<file path="config.mk">
export PLATFORM = sky130hd
export DESIGN_NAME = pack_manager_mode_scheduler
export DESIGN_NICKNAME = d
export VERILOG_FILES = /design/src/pack_sched_pkg.sv /design/src/log_mem.sv /design/src/pack_manager_mode_scheduler.sv
export SDC_FILE = /design/constraint.sdc
export NUM_CORES = 2
export LEC_CHECK = 0
export ABC_AREA = 1
export BUFFER_PORTS_ARGS = -buffer_cell sky130_fd_sc_hd__buf_2
export CORE_MARGIN = 2
export CORE_UTILIZATION = 35
export CTS_CLUSTER_SIZE = 8
export DETAILED_ROUTE_END_ITERATION = 8
export PLACE_DENSITY = 0.61
export SYNTH_ARGS = -nofsm -noshare
export SYNTH_HDL_FRONTEND = slang
export SYNTH_SLANG_ARGS = --single-unit
</file>
<file path="constraint.sdc">
create_clock -name sys_clk -period 19.2 [get_ports sys_clk]
set_input_delay 4.8 -clock sys_clk [delete_from_list [all_inputs] [get_ports sys_clk]]
set_output_delay 4.8 -clock sys_clk [all_outputs]
set_load 0.005 [all_outputs]
</file>
<file path="src/pack_sched_pkg.sv">
// Constants, register map and types of the pack manager mode scheduler.
// Assumes a 10 MHz sys_clk and a 16-bit register port.
// Operation
// RULE1 - Every ten hours each lifetime log word is compared with its stored copy and written only if it differs.
// RULE2 - Every two hours the balancing, runtime and temperature-range words are committed only if they differ.
// RULE3 - Each cell voltage is refreshed once per second after gain and offset calibration.
// RULE4 - The host bus is declared off when clock and data stay low together for two seconds.
// RULE5 - Bus-off ends only when clock or data goes high, which the host must cause.
// RULE6 - After bus-off clears the link is ready again within one millisecond.
// RULE7 - Normal mode runs the work cycle every 250 ms and idles at reduced power between cycles.
// RULE8 - Sleep mode runs the work cycle at a configurable interval and idles at reduced power between.
// RULE9 - Sleep mode is left as soon as pack current or a failure is seen.
// RULE10 - Shutdown mode stops all measurement, calculation, protection and communication.
// RULE11 - The display drives three, four or five segments showing capacity or a failure code.
// RULE12 - The 163-bit authentication key is held only inside and can never be read back.
// RULE13 - Each of five temperature sources has an enable and a cell or transistor assignment.
// RULE14 - The host link offers optional bus-master transmission and optional packet error checking.
// RULE15 - Sensing both bus lines low triggers an offset calibration followed by sleep mode; the code does so only from normal mode.
// RULE16 - The sleep interval is a field loaded at power-up with a default above the normal interval.
package pack_sched_pkg;
  // Time base.
  localparam int CLK_PERIOD_NS = 100;
  localparam int T_MS_NS = 1000000;
  localparam int MS_CYCLES = (T_MS_NS + CLK_PERIOD_NS - 1) / CLK_PERIOD_NS;
  localparam int NORMAL_INTERVAL_MS = 250;
  localparam int CELL_REFRESH_MS = 1000;
  localparam int BUS_OFF_MS = 2000;
  localparam int SEC_PER_HOUR = 3600;
  localparam int LOG_FAST_H = 2;
  localparam int LOG_FULL_H = 10;
  localparam int LOG_FAST_S = LOG_FAST_H * SEC_PER_HOUR;
  localparam int LOG_FULL_S = LOG_FULL_H * SEC_PER_HOUR;
  // Register indices on the 4-bit address port.
  localparam logic [3:0] REG_CTRL = 4'h0;
  localparam logic [3:0] REG_MODE = 4'h1;
  localparam logic [3:0] REG_SLEEP_INT = 4'h2;
  localparam logic [3:0] REG_INT_STATUS = 4'h3;
  localparam logic [3:0] REG_INT_MASK = 4'h4;
  localparam logic [3:0] REG_TEMP_CFG = 4'h5;
  localparam logic [3:0] REG_DISP_CFG = 4'h6;
  localparam logic [3:0] REG_CAL_GAIN = 4'h7;
  localparam logic [3:0] REG_CAL_OFFSET = 4'h8;
  localparam logic [3:0] REG_LOG_INDEX = 4'h9;
  localparam logic [3:0] REG_LOG_DATA = 4'ha;
  localparam logic [3:0] REG_COMMITS = 4'hb;
  localparam logic [3:0] REG_KEY = 4'hc;
  localparam logic [3:0] REG_CELL_VOLT = 4'hd;
  // Control bits.
  localparam int CTRL_SHUTDOWN = 0;
  localparam int CTRL_SLEEP = 1;
  localparam int CTRL_MASTER = 2;
  localparam int CTRL_PEC = 3;
  // Interrupt bits.
  localparam int IRQ_W = 5;
  localparam int IRQ_BUS_OFF = 0;
  localparam int IRQ_BUS_ON = 1;
  localparam int IRQ_WAKE = 2;
  localparam int IRQ_COMMIT = 3;
  localparam int IRQ_FAIL = 4;
  // Reset values.
  localparam logic [15:0] SLEEP_INT_RST = 16'h1388;
  localparam logic [15:0] CAL_GAIN_RST = 16'h1000;
  localparam logic [2:0] DISP_SEG_RST = 3'h5;
  localparam int CAL_SHIFT = 12;
  // Lifetime log layout: words from LOG_FAST_FIRST upward are the two-hour group.
  localparam int LOG_AW = 4;
  localparam logic [3:0] LOG_FAST_FIRST = 4'hc;
  localparam logic [3:0] LOG_LAST = 4'hf;
  // Authentication key.
  localparam int KEY_BITS = 163;
  localparam logic [3:0] KEY_WORDS = 4'hb;
  localparam int TEMP_SRC = 5;
  localparam int SEG_MAX = 5;
  typedef enum logic [1:0] {MODE_NORMAL, MODE_CAL, MODE_SLEEP, MODE_SHUTDOWN} mode_e;
  typedef enum logic [1:0] {SW_IDLE, SW_READ, SW_CMP} sweep_e;
endpackage

</file>
<file path="src/log_mem.sv">
// Small word memory for lifetime log data with one write and one registered read port.
// Assumes the caller holds the read address one cycle before using the read data.
`timescale 1ns/10ps
module log_mem (
  input wire logic sys_clk,
  input wire logic ce,
  input wire logic we,
  input wire logic [pack_sched_pkg::LOG_AW-1:0] waddr,
  input wire logic [15:0] wdata,
  input wire logic [pack_sched_pkg::LOG_AW-1:0] raddr,
  output logic [15:0] rdata
);
  import pack_sched_pkg::*;
  // Both copies start blank, like an erased store, so the first sweep compares known words.
  logic [15:0] mem [0:(1<<LOG_AW)-1] = '{default: 16'h0000};

  // Writes and the registered read both freeze while the clock enable is low.
  always_ff @(posedge sys_clk) begin
    if (ce) begin
      if (we) begin
        mem[waddr] <= wdata;
      end
      rdata <= mem[raddr];
    end
  end
endmodule // log_mem

</file>
<file path="src/pack_manager_mode_scheduler.sv">
// Power-mode scheduler, host bus-off monitor and lifetime log committer.
// Assumes all pin inputs are synchronous to sys_clk and a one-cycle register port.
//
// The plain strobed port and the address map were chosen for this implementation.
`timescale 1ns/10ps
module pack_manager_mode_scheduler #(
  parameter int MS_CYC = pack_sched_pkg::MS_CYCLES,
  parameter int FAST_S = pack_sched_pkg::LOG_FAST_S,
  parameter int FULL_S = pack_sched_pkg::LOG_FULL_S
) (
  input wire logic sys_clk,
  input wire logic reset_n,
  input wire logic ce,
  input wire logic [3:0] addr,
  input wire logic [15:0] wdata,
  input wire logic wr,
  input wire logic rd,
  input wire logic host_bus_clock_pin,
  input wire logic host_bus_data_pin,
  input wire logic current_flow,
  input wire logic permanent_failure,
  input wire logic [15:0] cell_raw,
  input wire logic [6:0] capacity_pct,
  output logic [15:0] rdata,
  output pack_sched_pkg::mode_e mode,
  output logic meas_cycle,
  output logic low_power,
  output logic cell_refresh,
  output logic [15:0] cell_volt,
  output logic offset_cal,
  output logic bus_off,
  output logic bus_ready,
  output logic host_link_enable,
  output logic smbus_master_en,
  output logic smbus_pec_en,
  output logic [pack_sched_pkg::SEG_MAX-1:0] display_seg,
  output logic [pack_sched_pkg::TEMP_SRC-1:0] cell_temp_sel,
  output logic [pack_sched_pkg::TEMP_SRC-1:0] fet_temp_sel,
  output logic [pack_sched_pkg::KEY_BITS-1:0] key_to_engine,
  output logic irq
);
  import pack_sched_pkg::*;

  logic [13:0] ms_cnt;
  logic ms_tick;
  logic [9:0] sec_ms;
  logic sec_tick;
  logic [10:0] low_ms;
  logic both_low;
  logic bus_off_set;
  logic bus_off_clr;
  logic [15:0] cyc_ms;
  logic [15:0] period_ms;
  logic next_meas;
  logic active;
  logic [15:0] fast_s;
  logic [15:0] full_s;
  logic start_full;
  logic start_fast;
  sweep_e sweep;
  logic [LOG_AW-1:0] sweep_idx;
  logic [LOG_AW-1:0] log_index;
  logic [15:0] work_rdata;
  logic [15:0] nv_rdata;
  logic nv_we;
  logic commit_done;
  logic [15:0] commits;
  logic [15:0] sleep_int;
  logic [IRQ_W-1:0] int_status;
  logic [IRQ_W-1:0] int_mask;
  logic [IRQ_W-1:0] int_set;
  logic [TEMP_SRC-1:0] temp_en;
  logic [TEMP_SRC-1:0] temp_fet;
  logic [2:0] disp_nseg;
  logic [7:0] pf_code;
  logic [15:0] cal_gain;
  logic [15:0] cal_offset;
  logic [3:0] key_cnt;
  logic shut_req;
  logic sleep_req;
  logic wake;
  logic [31:0] cell_prod;
  logic [SEG_MAX-1:0] next_display;

  // Millisecond and second ticks derived from the system clock.
  assign ms_tick = ce && (ms_cnt == 14'(MS_CYC - 1));
  assign sec_tick = ms_tick && (sec_ms == 10'(CELL_REFRESH_MS - 1));
  assign active = (mode == MODE_NORMAL) || (mode == MODE_SLEEP);

  always_ff @(posedge sys_clk or negedge reset_n) begin
    if (!reset_n) begin
      ms_cnt <= 14'h0000;
      sec_ms <= 10'h000;
    end else if (ce) begin
      ms_cnt <= ms_tick ? 14'h0000 : ms_cnt + 14'h0001;
      if (ms_tick) begin
        sec_ms <= sec_tick ? 10'h000 : sec_ms + 10'h001;
      end
    end
  end

  // Bus-off watch: count milliseconds with both lines low, clear on any high line.
  assign both_low = !host_bus_clock_pin && !host_bus_data_pin;
  assign bus_off_set = ms_tick && both_low && !bus_off &&
                       (low_ms == 11'(BUS_OFF_MS - 1)); // [RULE4]
  assign bus_off_clr = ce && bus_off && !both_low; // [RULE5]

  always_ff @(posedge sys_clk or negedge reset_n) begin
    if (!reset_n) begin
      low_ms <= 11'h000;
      bus_off <= 1'b0;
    end else if (ce) begin
      if (!both_low) begin
        low_ms <= 11'h000;
      end else if (ms_tick && (low_ms != 11'(BUS_OFF_MS - 1))) begin
        low_ms <= low_ms + 11'h001;
      end
      if (bus_off_set) begin
        bus_off <= 1'b1; // [RULE4]
      end else if (bus_off_clr) begin
        bus_off <= 1'b0; // [RULE5]
      end
    end
  end

  AST_BUS_OFF_SET: assert property (@(posedge sys_clk) disable iff (!reset_n) // [RULE4]
    bus_off_set |=> bus_off) else $error("bus-off not declared after two seconds low");
  AST_BUS_OFF_END: assert property (@(posedge sys_clk) disable iff (!reset_n) // [RULE5]
    $fell(bus_off) |-> $past(host_bus_clock_pin || host_bus_data_pin))
    else $error("bus-off ended while both lines stayed low");

  // Power-mode state machine.
  assign shut_req = wr && (addr == REG_CTRL) && wdata[CTRL_SHUTDOWN];
  assign sleep_req = wr && (addr == REG_CTRL) && wdata[CTRL_SLEEP];
  assign wake = (mode == MODE_SLEEP) && (current_flow || permanent_failure) && !shut_req;

  always_ff @(posedge sys_clk or negedge reset_n) begin
    if (!reset_n) begin
      mode <= MODE_NORMAL;
      offset_cal <= 1'b0;
    end else if (ce) begin
      offset_cal <= 1'b0;
      case (mode)
        MODE_NORMAL: begin
          if (shut_req) begin
            mode <= MODE_SHUTDOWN;
          end else if (bus_off_set) begin
            mode <= MODE_CAL; // [RULE15]
            offset_cal <= 1'b1;
          end else if (sleep_req) begin
            mode <= MODE_SLEEP;
          end
        end
        MODE_CAL: begin
          mode <= shut_req ? MODE_SHUTDOWN : MODE_SLEEP; // [RULE15]
        end
        MODE_SLEEP: begin
          if (shut_req) begin
            mode <= MODE_SHUTDOWN;
          end else if (wake) begin
            mode <= MODE_NORMAL; // [RULE9]
          end
        end
        default: begin
          mode <= MODE_SHUTDOWN; // [RULE10]
        end
      endcase
    end
  end

  AST_CAL_THEN_SLEEP: assert property (@(posedge sys_clk) disable iff (!reset_n) // [RULE15]
    offset_cal && ce && !shut_req |=> mode == MODE_SLEEP)
    else $error("offset calibration not followed by sleep");
  AST_WAKE: assert property (@(posedge sys_clk) disable iff (!reset_n) // [RULE9]
    ce && wake |=> mode == MODE_NORMAL) else $error("sleep not left on wake event");

  // Work-cycle scheduler: 250 ms in normal mode, the programmed interval in sleep.
  assign period_ms = (mode == MODE_SLEEP) ? sleep_int : 16'(NORMAL_INTERVAL_MS); // [RULE7] [RULE8]
  assign next_meas = ms_tick && active &&
                     ((period_ms == 16'h0000) || (cyc_ms >= period_ms - 16'h0001));

  always_ff @(posedge sys_clk or negedge reset_n) begin
    if (!reset_n) begin
      cyc_ms <= 16'h0000;
      meas_cycle <= 1'b0;
      low_power <= 1'b1;
    end else if (ce) begin
      if (!active || next_meas || wake) begin // Wake restarts the interval count.
        cyc_ms <= 16'h0000;
      end else if (ms_tick) begin
        cyc_ms <= cyc_ms + 16'h0001;
      end
      meas_cycle <= next_meas; // [RULE7] [RULE8]
      low_power <= !next_meas; // [RULE7] [RULE8]
    end
  end

  AST_LOW_POWER: assert property (@(posedge sys_clk) disable iff (!reset_n) // [RULE7]
    meas_cycle == !low_power) else $error("reduced power not held between cycles");
  AST_NORMAL_PERIOD: assert property (@(posedge sys_clk) disable iff (!reset_n) // [RULE7]
    mode == MODE_NORMAL |-> cyc_ms < 16'(NORMAL_INTERVAL_MS))
    else $error("normal cycle longer than 250 ms");
  AST_SHUT_QUIET: assert property (@(posedge sys_clk) disable iff (!reset_n) // [RULE10]
    ce && mode == MODE_SHUTDOWN |=> !meas_cycle && !cell_refresh && !host_link_enable)
    else $error("activity during shutdown");

  // Cell voltage refresh with gain and offset calibration once per second.
  assign cell_prod = cell_raw * cal_gain;

  always_ff @(posedge sys_clk or negedge reset_n) begin
    if (!reset_n) begin
      cell_refresh <= 1'b0;
      cell_volt <= 16'h0000;
    end else if (ce) begin
      cell_refresh <= sec_tick && active; // [RULE3]
      if (sec_tick && active) begin
        cell_volt <= 16'(cell_prod >> CAL_SHIFT) + cal_offset; // [RULE3]
      end
    end
  end

  // Link readiness and link enable, both withdrawn in shutdown.
  always_ff @(posedge sys_clk or negedge reset_n) begin
    if (!reset_n) begin
      bus_ready <= 1'b0;
      host_link_enable <= 1'b0;
    end else if (ce) begin
      bus_ready <= !bus_off && (mode != MODE_SHUTDOWN); // [RULE6]
      host_link_enable <= mode != MODE_SHUTDOWN; // [RULE10]
    end
  end

  AST_RESUME: assert property (@(posedge sys_clk) disable iff (!reset_n) // [RULE6]
    $fell(bus_off) && ce && mode != MODE_SHUTDOWN |=> bus_ready)
    else $error("link not ready after bus-off cleared");

  // Hour timers that start the log sweeps.
  assign start_full = sec_tick && active && (full_s == 16'(FULL_S - 1));
  assign start_fast = sec_tick && active && (fast_s == 16'(FAST_S - 1));

  always_ff @(posedge sys_clk or negedge reset_n) begin
    if (!reset_n) begin
      fast_s <= 16'h0000;
      full_s <= 16'h0000;
    end else if (ce && sec_tick && active) begin
      fast_s <= start_fast ? 16'h0000 : fast_s + 16'h0001;
      full_s <= start_full ? 16'h0000 : full_s + 16'h0001;
    end
  end

  // Sweep compares working and stored words and writes only the differing ones.
  assign nv_we = ce && (sweep == SW_CMP) && (work_rdata != nv_rdata); // [RULE1] [RULE2]
  assign commit_done = ce && (sweep == SW_CMP) && (sweep_idx == LOG_LAST);

  always_ff @(posedge sys_clk or negedge reset_n) begin
    if (!reset_n) begin
      sweep <= SW_IDLE;
      sweep_idx <= '0;
      commits <= 16'h0000;
    end else if (ce) begin
      case (sweep)
        SW_IDLE: begin
          if (start_full) begin
            sweep_idx <= '0; // [RULE1]
            sweep <= SW_READ;
          end else if (start_fast) begin
            sweep_idx <= LOG_FAST_FIRST; // [RULE2]
            sweep <= SW_READ;
          end
        end
        SW_READ: begin
          sweep <= SW_CMP;
        end
        default: begin
          if (nv_we) begin
            commits <= commits + 16'h0001;
          end
          if (sweep_idx == LOG_LAST) begin
            sweep <= SW_IDLE;
          end else begin
            sweep_idx <= sweep_idx + 4'h1;
            sweep <= SW_READ;
          end
        end
      endcase
    end
  end

  AST_COMMIT_DIFF: assert property (@(posedge sys_clk) disable iff (!reset_n) // [RULE1]
    ce && sweep == SW_CMP && work_rdata == nv_rdata |=> commits == $past(commits))
    else $error("unchanged log word rewritten");

  log_mem u_work (
    .sys_clk(sys_clk),
    .ce(ce),
    .we(ce && wr && (addr == REG_LOG_DATA)),
    .waddr(log_index),
    .wdata(wdata),
    .raddr(sweep_idx),
    .rdata(work_rdata)
  );

  log_mem u_store (
    .sys_clk(sys_clk),
    .ce(ce),
    .we(nv_we),
    .waddr(sweep_idx),
    .wdata(work_rdata),
    .raddr(sweep_idx),
    .rdata(nv_rdata)
  );

  // Segment display: failure code wins over the capacity bar.
  for (genvar i = 0; i < SEG_MAX; i++) begin : g_seg
    assign next_display[i] = (3'(i) < disp_nseg) &&
      ({4'h0, capacity_pct} * {8'h00, disp_nseg} > 11'(i * 100));
  end

  always_ff @(posedge sys_clk or negedge reset_n) begin
    if (!reset_n) begin
      display_seg <= '0;
    end else if (ce) begin
      if (mode == MODE_SHUTDOWN) begin
        display_seg <= '0;
      end else if (permanent_failure) begin
        display_seg <= pf_code[SEG_MAX-1:0]; // [RULE11]
      end else begin
        display_seg <= next_display; // [RULE11]
      end
    end
  end

  AST_DISPLAY_FAIL: assert property (@(posedge sys_clk) disable iff (!reset_n) // [RULE11]
    ce && permanent_failure && mode != MODE_SHUTDOWN |=> display_seg == $past(pf_code[4:0]))
    else $error("failure code not shown");

  // Interrupt sources; a set in the clearing cycle survives.
  assign int_set[IRQ_BUS_OFF] = bus_off_set;
  assign int_set[IRQ_BUS_ON] = bus_off_clr;
  assign int_set[IRQ_WAKE] = ce && wake;
  assign int_set[IRQ_COMMIT] = commit_done;
  assign int_set[IRQ_FAIL] = ce && permanent_failure;

  // Register writes.
  always_ff @(posedge sys_clk or negedge reset_n) begin
    if (!reset_n) begin
      sleep_int <= SLEEP_INT_RST; // [RULE16]
      int_status <= '0;
      int_mask <= '0;
      temp_en <= '0;
      temp_fet <= '0;
      disp_nseg <= DISP_SEG_RST;
      pf_code <= 8'h00;
      cal_gain <= CAL_GAIN_RST;
      cal_offset <= 16'h0000;
      log_index <= '0;
      smbus_master_en <= 1'b0;
      smbus_pec_en <= 1'b0;
      key_to_engine <= '0;
      key_cnt <= 4'h0;
    end else if (ce) begin
      int_status <= (wr && (addr == REG_INT_STATUS)) ?
                    ((int_status & ~wdata[IRQ_W-1:0]) | int_set) : (int_status | int_set);
      if (wr) begin
        if (addr == REG_CTRL) begin
          smbus_master_en <= wdata[CTRL_MASTER]; // [RULE14]
          smbus_pec_en <= wdata[CTRL_PEC]; // [RULE14]
        end else if (addr == REG_SLEEP_INT) begin
          sleep_int <= wdata; // [RULE8]
        end else if (addr == REG_INT_MASK) begin
          int_mask <= wdata[IRQ_W-1:0];
        end else if (addr == REG_TEMP_CFG) begin
          temp_en <= wdata[TEMP_SRC-1:0]; // [RULE13]
          temp_fet <= wdata[TEMP_SRC+7:8]; // [RULE13]
        end else if (addr == REG_DISP_CFG) begin
          if ((wdata[2:0] >= 3'h3) && (wdata[2:0] <= 3'h5)) begin
            disp_nseg <= wdata[2:0]; // [RULE11]
          end
          pf_code <= wdata[15:8];
        end else if (addr == REG_CAL_GAIN) begin
          cal_gain <= wdata;
        end else if (addr == REG_CAL_OFFSET) begin
          cal_offset <= wdata;
        end else if (addr == REG_LOG_INDEX) begin
          log_index <= wdata[LOG_AW-1:0];
        end else if ((addr == REG_KEY) && (key_cnt != KEY_WORDS)) begin
          key_to_engine <= {key_to_engine[KEY_BITS-17:0], wdata}; // [RULE12]
          key_cnt <= key_cnt + 4'h1;
        end
      end
    end
  end

  // Temperature routing, interrupt line and registered read data.
  always_ff @(posedge sys_clk or negedge reset_n) begin
    if (!reset_n) begin
      cell_temp_sel <= '0;
      fet_temp_sel <= '0;
      irq <= 1'b0;
      rdata <= 16'h0000;
    end else if (ce) begin
      cell_temp_sel <= temp_en & ~temp_fet; // [RULE13]
      fet_temp_sel <= temp_en & temp_fet; // [RULE13]
      irq <= |(int_status & int_mask);
      rdata <= 16'h0000;
      if (rd) begin
        if (addr == REG_CTRL) begin
          rdata <= {12'h000, smbus_pec_en, smbus_master_en, 2'b00};
        end else if (addr == REG_MODE) begin
          rdata <= {12'h000, low_power, bus_off, mode};
        end else if (addr == REG_SLEEP_INT) begin
          rdata <= sleep_int;
        end else if (addr == REG_INT_STATUS) begin
          rdata <= {11'h000, int_status};
        end else if (addr == REG_INT_MASK) begin
          rdata <= {11'h000, int_mask};
        end else if (addr == REG_TEMP_CFG) begin
          rdata <= {3'h0, temp_fet, 3'h0, temp_en};
        end else if (addr == REG_DISP_CFG) begin
          rdata <= {pf_code, 5'h00, disp_nseg};
        end else if (addr == REG_CAL_GAIN) begin
          rdata <= cal_gain;
        end else if (addr == REG_CAL_OFFSET) begin
          rdata <= cal_offset;
        end else if (addr == REG_LOG_INDEX) begin
          rdata <= {12'h000, log_index};
        end else if (addr == REG_COMMITS) begin
          rdata <= commits;
        end else if (addr == REG_CELL_VOLT) begin
          rdata <= cell_volt;
        end
      end
    end
  end

  AST_KEY_HIDDEN: assert property (@(posedge sys_clk) disable iff (!reset_n) // [RULE12]
    ce && rd && addr == REG_KEY |=> rdata == 16'h0000)
    else $error("key word visible on read");
  AST_TEMP_EXCL: assert property (@(posedge sys_clk) disable iff (!reset_n) // [RULE13]
    (cell_temp_sel & fet_temp_sel) == '0) else $error("source in both temperature roles");
endmodule // pack_manager_mode_scheduler

</file>
Word-level counts from Yosys, hierarchy flattened
Memory sizes are Yosys's and may differ from the RTL's. A register that Yosys moved wholly into a read port is not among the register bits.
Cells that the tools add are included.
W data, S select, Z words.

operators by class
  reductions and logical operators = 76
  multiply operators = 2
  $lt $le $gt $ge = 13
  bitwise operators = 18
  eq/ne operators = 33
  multiplexer cells = 51
  $add $sub $neg = 11

operator list
  cell                     number
  $mux W16                 18
  $add A16 B1 Y16 const B  4
  $logic_and A1 B1 Y1      37
  $eq A4 B4 Y1 const B     7
  $mul A16 B16 Y28         1
  $mux W11                 2
  $and A5 B5 Y5            4
  $gt A10 B9 Y1 const B    2
  $add A16 B16 Y16         1
  $eq A16 B13 Y1 const B   1
  $eq A16 B16 Y1 const B   1
  $eq A4 B3 Y1 const B     4
  $ge A16 B16 Y1           1
  $logic_not A16 Y1        1
  $ne A16 B16 Y1           1
  $reduce_and A8 Y1        2
  $sub A16 B1 Y16 const B  1
  $mux W5                  3
  $add A14 B1 Y14 const B  1
  $eq A14 B14 Y1 const B   1
  $mux W14                 1
  $mux W2                  7
  $mux W1                  13
  $mux W4                  3
  other kinds (46)         87

storage, ports and cells
  bits in registers = 414
  memories = 2
  output and inout bits = 222
  input bits = 52
  memory bits (writable) = 512

memory list
  memory       words  width  rd ports  clocked after memory_dff  wr ports  RTL line       source
  u_store.mem  16     16     1         1                         1         log_mem.sv:15  logic [15:0] mem [0:(1<<LOG_AW)-1] = '{default: 16'h0000};
  u_work.mem   16     16     1         1                         1         log_mem.sv:15

Depth between registers and ports, before layout
  depth after elaboration = 14
  mapped depth = 36
  depth with buffers taken out = 34

Cells and area by module
A second synthesis with hierarchy kept.

second synthesis, totals
  cells, all modules = 5945
  area, all modules = 52700.5 um2

modules (own cells, without submodules)
  module                       cells an instance  area an instance (um2)  instances
  pack_manager_mode_scheduler  3791               29598.4                 1
  log_mem                      1077               11551.1                 2

Worst setup path after synthesis
Ideal clock, no wire load.

  kind = input to register
  start point = input port cell_raw[12]
  end point = register cell_volt[12]
  library setup time = 117 ps
  arrival time = 10984 ps
  stages on the path = 30
  slack = 8099 ps
  buffers on the path = 2
  path through = clkbuf_1 clkbuf_1 nand2_1 fa_1 fa_1 fa_1 inv_1 fa_1 fa_1 inv_1 fa_1 inv_1 ha_1 a21oi_1 o21ai_0 o21bai_1 a21oi_1 o21ai_1 xor2_1 ha_1 nand2_1 nor2_1 nand3_1 nand3_1 nand2_1 nand2_1 a21oi_1 or2_2 nand3_1 nand2_1

between the ends
  longest elaborated chain between the ends = 2

ends and longest elaborated chain
  element               RTL line                            source
  from (decl)           pack_manager_mode_scheduler.sv:22   input wire logic [15:0] cell_raw,
  $mul A16 B16 Y28      pack_manager_mode_scheduler.sv:208  assign cell_prod = cell_raw * cal_gain;
  $add A16 B16 Y16      pack_manager_mode_scheduler.sv:217  cell_volt <= 16'(cell_prod >> CAL_SHIFT) + cal_offset;
  to (signal assigned)  pack_manager_mode_scheduler.sv:217
  to (decl)             pack_manager_mode_scheduler.sv:29   output logic [15:0] cell_volt,

Every way passes these cells.
A chain may end at the register's enable or synchronous reset.

Worst setup path in the final report
  start point = input port cell_raw[6]
  end point = register cell_volt[12]

Same word-level chain as after synthesis.

==> flow_metrics.env <==
export IMPL_path_common_cell="fa_1"
export IMPL_netlist_cell_type_count=60
export IMPL_place_gp_congestion=0.905
export IMPL_grt_pass1_vias=36200
export IMPL_die_h_microns=382
export IMPL_design_die_area_sq_um=146000
export IMPL_yosysSeqAreaShare=0.535
export IMPL_finalNetCount=5778
export IMPL_skew_ns=0.0543
export IMPL_grt_pass1_wl_mm=217
export IMPL_syn_num_nets=5547
export IMPL_cts_buffers=139
export IMPL_synth_async_sr_flop_share=0.432
export IMPL_drt_iter0_drc=3211
export IMPL_met3_length_mm=11.7
export IMPL_io_pins=274
export IMPL_met1_length_mm=61.8
export IMPL_worst_setup_path_start_kind="input pin"
export IMPL_yosys_warnings=0
export IMPL_htree_levels=4
export IMPL_rsz0062_at_grt="no"
export IMPL_syn_area_sq_um=49900
export IMPL_drtPass1Iterations=8
export IMPL_power_density_nw_per_um2=160
export IMPL_antenna_found_initial=22
export IMPL_drive_above_1_share=0.117
export IMPL_post_cts_resized=0
export IMPL_outcome="completed"
export IMPL_worst_pin_slew_ns=1.17
export IMPL_holdWs_ns=0.469
export IMPL_via_count=37000
export IMPL_port_buffers=273
export IMPL_detail_route_vias_per_cell=5.03
export IMPL_slowest_stage="fa_1"
export IMPL_multi_input_area_sq_um=19900
export IMPL_num_rows=138
export IMPL_cts_setup_buffers=0
export IMPL_grt_max_degree=262
export IMPL_min_path_type="register to register"
export IMPL_max_stage_delay_ns=0.56
export IMPL_core_sq_um=142000
export IMPL_dp_slack_ns=7.68
export IMPL_wl_met2_mm=65.2
export IMPL_setup_tns_ns=0
export IMPL_fmax_ghz=0.0925
export IMPL_finalSetupViolations=0
export IMPL_synth_main_ff_cell="edfxtp_1"
export IMPL_wirelength_mm=143
export IMPL_seq_area_sq_um=26700
export IMPL_yosysTopAreaCell="edfxtp_1"
export IMPL_netlist_instances=5166
export IMPL_worstPathMaxFanout=16
export IMPL_leakagePower_nw=25.4
export IMPL_detail_route_antenna_nets=0
export IMPL_drv_slew=0
export IMPL_clkSinkCount=958
export IMPL_dieWidth_microns=382
export IMPL_gr_total_overflow=0
export IMPL_holdBufCountCts=0
export IMPL_drc=0
export IMPL_syn_avg_cell_area_sq_um=9.67
export IMPL_ir_drop_uv=228
export IMPL_grt_usage=0.193
export IMPL_wl_per_cell_microns=19.5
export IMPL_fin_crit_ns=10.82
export IMPL_cts_tree="done"
export IMPL_routed_top_layer="met5"
export IMPL_maxCapViolations=0
export IMPL_clk_latency_ns=0.76
export IMPL_relSlewSlack=0.216
export IMPL_setup_ws_ns=8.38
export IMPL_end_kind="register"
export IMPL_n_fill_cell=13700
export IMPL_dpl_hpwl_mm=96.6
export IMPL_worst_setup_path_type="input pin to register"
export IMPL_clock_path_buffers=3
export IMPL_clk_pin_slew_worst_paths_ns=0.05
export IMPL_cp_arrival_ns=11.42
export IMPL_synth_edf_count=544
export IMPL_clockRootBuffer="clkbuf_16"
export IMPL_synth_top_cell_area_share=0.327
export IMPL_initial_core_util=0.353
export IMPL_syn2layout_area_growth_pct=14.9
export IMPL_finalHoldViolCount=0
export IMPL_worstPathRequired_ns=19.81
export IMPL_post_route_period_util=0.563
export IMPL_synthTopCellsByArea="edfxtp_1 (33%), dfrtp_1 (20%), nand2_1 (8.3%)"
export IMPL_ys_seq_elements=958
-- synthesized netlist by cell type (5+ instances only) --
library cell / instances
nor3_2: 6
o21ai_0: 531
a221oi_1: 6
nand2_2: 12
nor4_1: 15
dfstp_2: 9
xnor2_1: 34
a31oi_1: 5
o21bai_1: 6
nor2_2: 10
buf_1: 17
clkbuf_1: 189
nand3_2: 6
xor2_1: 82
edfxtp_1: 544
nand2_1: 1099
o31ai_1: 10
nor2_1: 497
buf_2: 28
inv_1: 660
or2_2: 11
nor3_1: 45
a21oi_1: 169
nor2_4: 10
nand3_1: 106
nand3b_1: 7
o21ai_1: 11
o21ai_2: 8
nand4_1: 81
fa_1: 195
ha_1: 134
mux2_2: 19
dfrtp_1: 405
o211ai_1: 10
inv_2: 10
o22ai_1: 131
a22o_1: 8
-- logic make-up (layout without fill, tap and decap cells) --
kind of cell / count (synthesis) / count (layout) / synth area share
adder cells (fa/ha/maj): 329 / 329 / 0.112
AO/OA/AOI/OAI: 915 / 915 / 0.0992
AND/OR/NAND/NOR: 1918 / 1918 / 0.160
other: 0 / 9 / 0
XOR/XNOR: 116 / 116 / 0.0203
multiplexers: 19 / 19 / 0.00428
flip-flops: 958 / 958 / 0.535
buffers and inverters: 911 / 1198 / 0.0698
-- per-layer routing --
metal / global-route usage / up-vias
li1: - / 17400
met1: 0.263 / 18000
met2: 0.301 / 1255
met3: 0.0432 / 268
met4: 0.0738 / 6
met5: 0 / -
-- sequential cells by signal (all words and copies together) (netlist names), 10 cells and up --
| name | cells |
|---|---|
| sleep_int | 16 |
| sec_ms | 10 |
| key_to_engine | 163 |
| cell_volt | 16 |
| cal_offset | 16 |
| rdata | 16 |
| low_ms | 11 |
| fast_s | 16 |
| u_work.rdata | 16 |
| cyc_ms | 16 |
| ms_cnt | 14 |
| u_store.rdata | 16 |
| u_store.mem | 256 |
| u_work.mem | 256 |
| full_s | 16 |
| commits | 16 |
| cal_gain | 16 |
-- per-stage QoR --
step | total power (W) | cell area, sq um | instances | util
floorplan | 0.00571 | 49900 | 5166 | -
global placement | 0.00683 | 53300 | 7146 | 0.376
detailed placement | 0.00690 | 53300 | 7146 | 0.376
CTS | 0.00919 | 57300 | 7343 | 0.405
global route | 0.00987 | 57400 | 7346 | 0.405
finish | 0.00916 | 57400 | 7352 | 0.405
-- worst max-delay path, delay by kind of cell --
kind	cells	cell delay, ns
adder cells (fa/ha/maj)	8	3.76
XOR/XNOR	1	0.18
AND/OR/NAND/NOR	12	1.34
AO/OA/AOI/OAI	5	0.77
buffers and inverters	6	0.57
-- worst paths after layout --
kind | start | end | slack, ns | depth (start not counted)
worst max-delay path | cell_raw[6] | cell_volt[12] | 8.38 | 32
worst min-delay path | rdata[13] | rdata[13] | 0.47 | 2
worst max register to register | cal_gain[8] | cell_volt[12] | 11.76 | 31
worst min register to register | rdata[13] | rdata[13] | 0.47 | 2
max in group asynchronous | reset_n | key_to_engine[94] | 12.56 | 3
min in group asynchronous | reset_n | cyc_ms[9] | 4.16 | 1
-- cell type report --
class | instances | share of cell area
diodes | 9 | 0.000393
clock buffers | 181 | 0.0641
clock inverters | 16 | 0.00648
inverters | 673 | 0.0443
multi-input cells | 3297 | 0.346
flip-flops and latches | 958 | 0.466
well taps | 1890 | 0.0412
repair buffers | 328 | 0.0317
-- report_power, final --
| group | leakage, nW | switching [W] | internal (W) |
|---|---|---|---|
| Sequential | 10.1 | 0.000286 | 0.00250 |
| Clock | 1.93 | 0.000908 | 0.00135 |
| Combinational | 13.3 | 0.00263 | 0.00149 |
-- cells in the final DEF, fill, tap and decap left out, drive strengths merged, types with 2 or more instances in the layout --
| cell | netlist | final |
|---|---|---|
| a211oi | 3 | 3 |
| a21boi | 2 | 2 |
| a21o | 3 | 3 |
| a21oi | 170 | 170 |
| a221oi | 6 | 6 |
| a22o | 8 | 8 |
| a22oi | 2 | 2 |
| a31oi | 5 | 5 |
| buf | 49 | 328 |
| clkbuf | 189 | 181 |
| clkinv | 1 | 14 |
| dfrtp | 405 | 405 |
| dfstp | 9 | 9 |
| diode | 0 | 9 |
| edfxtp | 544 | 544 |
| fa | 195 | 195 |
| ha | 134 | 134 |
| inv | 672 | 673 |
| mux2 | 19 | 19 |
| nand2 | 1113 | 1113 |
| nand3 | 113 | 113 |
| nand3b | 7 | 7 |
| nand4 | 83 | 83 |
| nor2 | 517 | 517 |
| nor3 | 52 | 52 |
| nor3b | 4 | 4 |
| nor4 | 16 | 16 |
| o2111ai | 4 | 4 |
| o211ai | 10 | 10 |
| o21a | 4 | 4 |
| o21ai | 550 | 550 |
| o21bai | 6 | 6 |
| o22ai | 131 | 131 |
| o31ai | 10 | 10 |
| or2 | 11 | 11 |
| xnor2 | 34 | 34 |
| xor2 | 82 | 82 |
Power figures use the tool's default switching activity.
